--- config.mk ---
export PLATFORM = sky130hd
export DESIGN_NAME = display_power_mode_ctrl
export DESIGN_NICKNAME = d
export VERILOG_FILES = /design/src/display_cmd_pkg.sv /design/src/display_power_mode_ctrl.sv /design/src/strobe_edge.sv /design/src/tick_divider.sv
export SDC_FILE = /design/constraint.sdc
export NUM_CORES = 1
export LEC_CHECK = 0
export ABC_CLOCK_PERIOD_IN_PS = 5000
export BUFFER_PORTS_ARGS = -buffer_cell sky130_fd_sc_hd__buf_2
export CORE_MARGIN = 1
export CORE_UTILIZATION = 45
export CTS_CLUSTER_DIAMETER = 100
export DETAILED_ROUTE_END_ITERATION = 16
export PLACE_DENSITY_LB_ADDON = 0.2
export SKIP_CTS_REPAIR_TIMING = 1
export SKIP_LAST_GASP = 1
export SLEW_MARGIN = 20
export SYNTH_ARGS = -nofsm -noshare
export SYNTH_HDL_FRONTEND = slang
export SYNTH_SLANG_ARGS = --single-unit
--- constraint.sdc ---
create_clock -name clk_sys_in -period 5 [get_ports clk_sys_in]
set_input_delay 1 -clock clk_sys_in [delete_from_list [all_inputs] [get_ports clk_sys_in]]
set_output_delay 1 -clock clk_sys_in [all_outputs]
set_load 0.005 [all_outputs]
--- src/display_cmd_pkg.sv ---
package display_cmd_pkg;

   // ************************************************************
   // command codes
   // ************************************************************
   localparam logic [7:0] CMD_READ_SIGNAL_MODE = 8'h0E;
   localparam logic [7:0] CMD_READ_SELF_DIAG = 8'h0F;
   localparam logic [7:0] CMD_SLEEP_ENTRY = 8'h10;
   localparam logic [7:0] CMD_SLEEP_EXIT = 8'h11;
   localparam logic [7:0] CMD_PARTIAL_ON = 8'h12;
   localparam logic [7:0] CMD_NORMAL_DISPLAY = 8'h13;

   // ************************************************************
   // timing
   // ************************************************************
   localparam int CLK_HZ = 25_000_000;
   localparam int CYCLES_PER_MS_DEF = CLK_HZ / 1000;
   localparam int SLEEP_SETTLE_MS = 5;
   localparam int WAKE_SETTLE_MS = 5;
   localparam int MODE_SWITCH_MAX_MS = 120;
   localparam int MS_CNT_W = 7;
   localparam logic [MS_CNT_W-1:0] SLEEP_SETTLE_CNT = MS_CNT_W'(SLEEP_SETTLE_MS);
   localparam logic [MS_CNT_W-1:0] WAKE_SETTLE_CNT = MS_CNT_W'(WAKE_SETTLE_MS);

   // ************************************************************
   // status bytes: reset values and field positions
   // ************************************************************
   localparam logic [7:0] SIGNAL_STATUS_RESET = 8'h00;
   localparam logic [1:0] SELF_DIAG_RESET = 2'h0;
   localparam logic [7:0] DUMMY_BYTE = 8'h00;
   localparam int SIG_FLAGS_LSB = 3;
   localparam int SIG_DE_BIT = 2;
   localparam int DIAG_LOAD_BIT = 7;
   localparam int DIAG_FUNC_BIT = 6;
   localparam logic [1:0] PARAM_DUMMY = 2'h0;
   localparam logic [1:0] PARAM_STATUS = 2'h1;
   localparam logic [1:0] PARAM_DONE = 2'h2;

   // ************************************************************
   // types
   // ************************************************************
   typedef enum logic [1:0] {PWR_ASLEEP, PWR_ENTERING, PWR_EXITING, PWR_AWAKE} power_state_t;
   typedef enum logic [1:0] {RD_NONE, RD_SIGNAL, RD_DIAG} read_sel_t;

   typedef struct packed {
      logic dcdc_en;
      logic osc_en;
      logic scan_en;
      logic reload;
      logic self_test;
   } power_ctrl_t;

   typedef struct packed {
      power_state_t pwr;
      logic [MS_CNT_W-1:0] ms_cnt;
      logic partial;
      logic [1:0] diag;
      logic [7:0] sig_status;
      read_sel_t rd_sel;
      logic [1:0] param_idx;
      logic [7:0] data_out;
      logic data_oe;
      power_ctrl_t pctl;
      logic asleep;
   } ctrl_state_t;

endpackage

--- src/display_power_mode_ctrl.sv ---
`timescale 1ns/1ps
`default_nettype none
// What this block does
// - signal status reports data enable on bit 2, bits 1 and 0 read zero
// - command 0Fh returns two bytes; second holds diag bits 7,6, rest zero
// - diag bit 7 toggles when register loading completes correctly
// - diag bit 6 toggles when display functionality check passes
// - sleep entry 10h stops converter, oscillator and panel scanning
// - command interface and status readback keep working while asleep
// - sleep entry while already asleep is ignored
// - only sleep exit 11h leaves the sleep state
// - sleep entry completes within 120 ms
// - sleep exit 11h enables converter, oscillator and panel scanning
// - sleep exit while already awake is ignored
// - only sleep entry 10h or soft reset leaves the awake state
// - defaults are reloaded during the 5 ms after sleep exit
// - self diagnostics run during the 5 ms after sleep exit
// - sleep exit completes within 120 ms
// - 12h enters partial mode, only 13h or soft reset returns to normal mode
// - partial on while already partial is ignored
// - status reads return a dummy byte first, then the status byte
module display_power_mode_ctrl import display_cmd_pkg::*; #(
   parameter int CYCLES_PER_MS = CYCLES_PER_MS_DEF
) (
   // clock and reset
   input wire logic clk_sys_in,
   input wire logic arst_n_in,
   input wire logic soft_reset_in,
   // host command interface
   input wire logic data_command_select_in,
   input wire logic write_strobe_n_in,
   input wire logic read_strobe_n_in,
   input wire logic [7:0] host_data_in,
   output logic [7:0] host_data_out,
   output logic host_data_oe_out,
   // display status inputs
   input wire logic pixel_data_enable_in,
   input wire logic [4:0] signal_flags_in,
   input wire logic reg_load_ok_in,
   input wire logic display_check_ok_in,
   // power and mode outputs
   output power_ctrl_t power_ctrl_out,
   output logic partial_mode_out,
   output logic asleep_out
);

   // ************************************************************
   // strobe edges and millisecond tick
   // ************************************************************
   logic write_rise;
   logic read_rise;
   logic ms_tick;
   logic tick_restart;
   ctrl_state_t st;
   ctrl_state_t next_st;

   strobe_edge u_write_edge (
      .clk_sys_in(clk_sys_in),
      .arst_n_in(arst_n_in),
      .level_in(write_strobe_n_in),
      .rise_out(write_rise)
   );

   strobe_edge u_read_edge (
      .clk_sys_in(clk_sys_in),
      .arst_n_in(arst_n_in),
      .level_in(read_strobe_n_in),
      .rise_out(read_rise)
   );

   tick_divider #(
      .DIV(CYCLES_PER_MS)
   ) u_ms_tick (
      .clk_sys_in(clk_sys_in),
      .arst_n_in(arst_n_in),
      .restart_in(tick_restart),
      .tick_out(ms_tick)
   );

   // ************************************************************
   // command decode
   // ************************************************************
   logic cmd_valid;
   logic sleep_entry_cmd;
   logic sleep_exit_cmd;
   logic partial_on_cmd;
   logic normal_display_cmd;
   logic read_signal_mode_cmd;
   logic read_self_diag_cmd;
   logic param_read;

   // commands are written with select low, parameters read with select high
   assign cmd_valid = write_rise & ~data_command_select_in;
   assign param_read = read_rise & data_command_select_in;
   assign sleep_entry_cmd = cmd_valid & (host_data_in == CMD_SLEEP_ENTRY);
   assign sleep_exit_cmd = cmd_valid & (host_data_in == CMD_SLEEP_EXIT);
   assign partial_on_cmd = cmd_valid & (host_data_in == CMD_PARTIAL_ON);
   assign normal_display_cmd = cmd_valid & (host_data_in == CMD_NORMAL_DISPLAY);
   assign read_signal_mode_cmd = cmd_valid & (host_data_in == CMD_READ_SIGNAL_MODE);
   assign read_self_diag_cmd = cmd_valid & (host_data_in == CMD_READ_SELF_DIAG);

   assign tick_restart = (sleep_entry_cmd & (st.pwr == PWR_AWAKE))
      | (sleep_exit_cmd & (st.pwr == PWR_ASLEEP));

   // ************************************************************
   // next state
   // ************************************************************
   always_comb begin
      next_st = st;
      next_st.sig_status = {signal_flags_in, pixel_data_enable_in, 2'b00};

      unique case (st.pwr)
         PWR_AWAKE: begin
            // sleep exit here falls through unchanged
            if (sleep_entry_cmd) begin
               next_st.pwr = PWR_ENTERING;
               next_st.ms_cnt = '0;
               next_st.pctl.scan_en = 1'b0;
            end
         end
         PWR_ENTERING: begin
            if (ms_tick) begin
               next_st.ms_cnt = st.ms_cnt + MS_CNT_W'(1);
            end
            if (ms_tick && st.ms_cnt == SLEEP_SETTLE_CNT - MS_CNT_W'(1)) begin
               next_st.pwr = PWR_ASLEEP;
               next_st.pctl.dcdc_en = 1'b0;
               next_st.pctl.osc_en = 1'b0;
            end
         end
         PWR_ASLEEP: begin
            // sleep entry here falls through unchanged
            if (sleep_exit_cmd) begin
               next_st.pwr = PWR_EXITING;
               next_st.ms_cnt = '0;
               next_st.pctl.dcdc_en = 1'b1;
               next_st.pctl.osc_en = 1'b1;
               next_st.pctl.reload = 1'b1;
               next_st.pctl.self_test = 1'b1;
            end
         end
         PWR_EXITING: begin
            if (ms_tick) begin
               next_st.ms_cnt = st.ms_cnt + MS_CNT_W'(1);
            end
            if (ms_tick && st.ms_cnt == WAKE_SETTLE_CNT - MS_CNT_W'(1)) begin
               next_st.pwr = PWR_AWAKE;
               next_st.pctl.scan_en = 1'b1;
               next_st.pctl.reload = 1'b0;
               next_st.pctl.self_test = 1'b0;
               next_st.diag[1] = st.diag[1] ^ reg_load_ok_in;
               next_st.diag[0] = st.diag[0] ^ display_check_ok_in;
            end
         end
      endcase

      if (partial_on_cmd) begin
         next_st.partial = 1'b1;
      end else if (normal_display_cmd) begin
         next_st.partial = 1'b0;
      end

      // readback is served in every power state
      if (read_signal_mode_cmd) begin
         next_st.rd_sel = RD_SIGNAL;
         next_st.param_idx = PARAM_DUMMY;
      end else if (read_self_diag_cmd) begin
         next_st.rd_sel = RD_DIAG;
         next_st.param_idx = PARAM_DUMMY;
      end else if (cmd_valid) begin
         next_st.rd_sel = RD_NONE;
      end else if (param_read && st.param_idx != PARAM_DONE) begin
         next_st.param_idx = st.param_idx + 2'h1;
      end

      next_st.data_oe = ~read_strobe_n_in & data_command_select_in;
      next_st.data_out = DUMMY_BYTE;
      if (st.param_idx == PARAM_STATUS) begin
         unique case (st.rd_sel)
            RD_SIGNAL: next_st.data_out = st.sig_status;
            RD_DIAG: next_st.data_out = {st.diag, 6'h00};
            default: next_st.data_out = DUMMY_BYTE;
         endcase
      end

      if (soft_reset_in) begin
         next_st.pwr = PWR_ASLEEP;
         next_st.ms_cnt = '0;
         next_st.partial = 1'b0;
         next_st.diag = SELF_DIAG_RESET;
         next_st.rd_sel = RD_NONE;
         next_st.param_idx = PARAM_DUMMY;
         next_st.pctl = '0;
      end

      // registered copy of the sleep decode keeps the pin straight from a flop
      next_st.asleep = (next_st.pwr == PWR_ASLEEP);
   end

   // ************************************************************
   // state register
   // ************************************************************
   always_ff @(posedge clk_sys_in or negedge arst_n_in) begin
      if (!arst_n_in) begin
         st.pwr <= PWR_ASLEEP;
         st.ms_cnt <= '0;
         st.partial <= 1'b0;
         st.diag <= SELF_DIAG_RESET;
         st.sig_status <= SIGNAL_STATUS_RESET;
         st.rd_sel <= RD_NONE;
         st.param_idx <= PARAM_DUMMY;
         st.data_out <= DUMMY_BYTE;
         st.data_oe <= 1'b0;
         st.pctl <= '0;
         st.asleep <= 1'b1;
      end else begin
         st <= next_st;
      end
   end

   assign host_data_out = st.data_out;
   assign host_data_oe_out = st.data_oe;
   assign power_ctrl_out = st.pctl;
   assign partial_mode_out = st.partial;
   assign asleep_out = st.asleep;
endmodule // display_power_mode_ctrl
`default_nettype wire

--- src/strobe_edge.sv ---
`timescale 1ns/1ps
`default_nettype none
module strobe_edge (
   // clock and reset
   input wire logic clk_sys_in,
   input wire logic arst_n_in,
   // strobe
   input wire logic level_in,
   output logic rise_out
);
   logic last;

   always_ff @(posedge clk_sys_in or negedge arst_n_in) begin
      if (!arst_n_in) begin
         last <= 1'b1;
      end else begin
         last <= level_in;
      end
   end

   assign rise_out = level_in & ~last;
endmodule // strobe_edge
`default_nettype wire

--- src/tick_divider.sv ---
`timescale 1ns/1ps
`default_nettype none
module tick_divider #(
   parameter int DIV = 25000
) (
   // clock and reset
   input wire logic clk_sys_in,
   input wire logic arst_n_in,
   // control
   input wire logic restart_in,
   output logic tick_out
);
   localparam int W = $clog2(DIV + 1);
   localparam logic [W-1:0] LAST = W'(DIV - 1);
   logic [W-1:0] count;

   always_ff @(posedge clk_sys_in or negedge arst_n_in) begin
      if (!arst_n_in) begin
         count <= '0;
         tick_out <= 1'b0;
      end else if (restart_in) begin
         count <= '0;
         tick_out <= 1'b0;
      end else begin
         tick_out <= (count == LAST);
         count <= (count == LAST) ? '0 : count + W'(1);
      end
   end
endmodule // tick_divider
`default_nettype wire

==> qor.csv <==
stage;metric;value;unit
status;status;finished clean;
grt;grt_usage;0.167;
sta;finalCritPeriodShare;0.451;
run;maxCapViolCount;0;
placed_design;gp_congestion;0.791;
grt;grt_max_degree;52;
power_and_ir_drop;powerDensity;306;mW/mm^2
setup_path;crit_fanout;14;
detailed_routing;wl;4480;um
layout;syn2layout_area_growth;9.17;%
synthesis;synthFlopType;dfrtp_1;
detailed_routing;routed_via_density;5.32;
placed_design;dp_hpwl;3240;um
power_and_ir_drop;power.switching;0.245;mW
clocking;clk_pin_slew;0.09;ns
synthesis;ys_types;48;
synthesis;synth_seq_cells;51;
synthesis;synth_edf_count;0;
setup_path;worstRegToRegCells;4;
detailed_routing;dr.pass1.iters;4;
min_path;min_to;u_ms_tick.count[0];
clocking;clk_latency;0.30;ns
min_path;holdPathStages;1;
power_and_ir_drop;p_clk_frac;0.278;
detailed_routing;drcViolationCount;0;
clocking;cts_tree;built;
sta;fin_skew;0.00993;ns
detailed_routing;ant_nets;0;
sta;rsz0062_at_grt;no;
placed_design;port_buffers;35;
layout;final_cell_mix;dfrtp_1 (48), buf_2 (35), nor2_1 (25), inv_1 (12), nand2_1 (11);
floorplan;die_h;76.7;um
setup_path;worstPathRequired;5.18;ns
layout;regArea;0.00128;mm^2
setup_path;start_kind;input port;
power_and_ir_drop;p_leak;1.22;nW
setup_path;cp.arrival;2.44;ns
synthesis;synth_area_leaders;dfrtp_1 (48%), buf_4 (3.9%), nor2_1 (3.7%);
setup_path;r2r_slack;3.09;ns
floorplan;rows;26;
clocking;max-clock-path-buffers;2;
power_and_ir_drop;combPwrFrac;0.135;
floorplan;ios;38;
synthesis;synth_top_area_cell;dfrtp_1;
sta;final.setup.tns;0;ns
setup_path;reg2reg_from;st[38];
setup_path;cp-startpoint;data_command_select_in;
setup_path;r2r-end;u_ms_tick.count[9];
sta;setup_ws;2.74;ns
grt;grt_pass1_vias;1713;
min_path;min-delay-start;u_ms_tick.count[0];
floorplan;core_area;0.00524;mm^2
detailed_routing;first_iter_violations;87;
synthesis;syn_area_per_cell;10.5;um^2
grt;antenna_found_initial;0;
sta;finalMaxSlewViolations;0;
grt;overflow;0;
sta;hold_viol_final;0;
sta;slew-limit-headroom;0.559;
min_path;hold_class;flop to flop;
sta;clock.fmax;443;MHz
layout;final_net_count;295;
clocking;cts_sinks;51;
detailed_routing;wire_per_inst;13.3;um
synthesis;syn_area;0.00251;mm^2
synthesis;synthCells;240;
sta;tightest_slew;0.653;ns
floorplan;start_util;0.479;
setup_path;end_kind;flop;
layout;fillers;488;
clocking;numCtsBuffers;5;
power_and_ir_drop;power.share.switching;0.293;
power_and_ir_drop;p_seq_frac;0.586;
sta;min_period;2.26;ns
power_and_ir_drop;peakVddDrop;204;uV
synthesis;synth_top_cell_area_share;0.479;
layout;final_common_cell;dfrtp_1;
clocking;cts_root_buf;clkbuf_8;
synthesis;seq_area_frac_synth;0.510;
sta;setup_viol;0;
floorplan;die_x;76.7;um
layout;multi_input_area;0.00106;mm^2
synthesis;async_flop_share;1.00;
floorplan;die_area;0.00588;mm^2
setup_path;crit_type;input port to flop;
layout;drive_above_1_share;0.202;
layout;antenna_cells;0;
detailed_routing;via_count;1792;
synthesis;yosysWarnings;0;
placed_design;preCtsSetupSlack;2.40;ns
power_and_ir_drop;p_int;0.592;mW
grt;grt_pass1_wl;7800;um
clocking;h-tree-depth;2;
[Yosys cell counts (2+ instances only)]
cell type,n
nor4bb_1,2
or3_1,7
a31oi_1,7
dfrtp_1,48
a41oi_1,2
xnor2_1,8
buf_4,13
inv_1,12
xor2_1,8
nand2_1,11
nor4b_1,3
nand4_1,9
o21ai_0,2
nor4_1,4
a21oi_1,9
nor2_1,25
nand2b_1,3
nor3b_1,2
nor2b_1,3
a22oi_1,4
nor3_1,5
buf_6,2
or2_2,3
ha_1,7
clkbuf_1,2
and3_1,4
dfstp_2,3
and4_1,4
nand3_1,9
[cell type report]
| cell class | instances | share of cell area |
|---|---|---|
| repair buffers | 36 | 0.0667 |
| clock buffers | 5 | 0.0251 |
| well taps | 70 | 0.0320 |
| flip-flops and latches | 51 | 0.467 |
| multi-input cells | 160 | 0.385 |
| clock inverters | 3 | 0.00731 |
| inverters | 12 | 0.0164 |
[flip-flops by register name (all words and copies together) (netlist names), 3 cells and up]
name / count
host_data_out: 6
power_ctrl_out: 3
st: 21
u_ms_tick.count: 15
[worst max-delay path, cell delays in order]
cell and delay, ns:
buf_2 0.11, or3b_2 0.54, a2111oi_4 0.38, or2b_2 0.32, nor2_1 0.09
[power by group through the flow]
stage | Combinational (mW) | Clock (mW) | Sequential (mW)
finish | 0.113 | 0.233 | 0.491
global route | 0.132 | 0.255 | 0.499
CTS | 0.115 | 0.238 | 0.491
detailed placement | 0.114 | 0 | 0.498
global placement | 0.113 | 0 | 0.499
floorplan | 0.0844 | 0 | 0.486
[cell families (layout without fill, tap and decap cells)]
group,count (synthesis),in the layout,synth area share
AND/OR/NAND/NOR,102,102,0.230
AO/OA/AOI/OAI,32,32,0.0932
flip-flops,51,51,0.510
buffers and inverters,30,56,0.0708
adder cells (fa/ha/maj),7,7,0.0349
other,1,2,0.00149
XOR/XNOR,16,16,0.0558
multiplexers,1,1,0.00399
[through the flow]
step | power, mW | area, um^2 | cells | utilization | hold WS, ns
floorplan | 0.570 | 2510 | 241 | - | 0.430
global placement | 0.612 | 2650 | 329 | 0.506 | 0.452
detailed placement | 0.612 | 2650 | 329 | 0.506 | 0.464
CTS | 0.844 | 2740 | 337 | 0.523 | 0.476
global route | 0.885 | 2740 | 337 | 0.523 | 0.510
finish | 0.838 | 2740 | 337 | 0.523 | 0.465
[metal layers]
metal  global-route usage  wire, um  vias up
met5                    0         0        -
li1                     -         -      890
met1                0.215      2070      864
met4               0.0635        72        0
met2                0.274      2210       30
met3               0.0369       132        8
[worst max path at each step]
stage / slack [ns] / cells after the start / endpoint
final: 2.74 / 5 / u_ms_tick.count[9]
after global routing: 2.68 / 5 / u_ms_tick.count[8]
after CTS: 2.72 / 5 / u_ms_tick.count[9]
after detailed placement: 2.40 / 5 / u_ms_tick.count[9]
after global placement: 2.43 / 5 / u_ms_tick.count[12]
after floorplan: 2.64 / 5 / u_ms_tick.count[10]
Power figures use the tool's default switching activity.
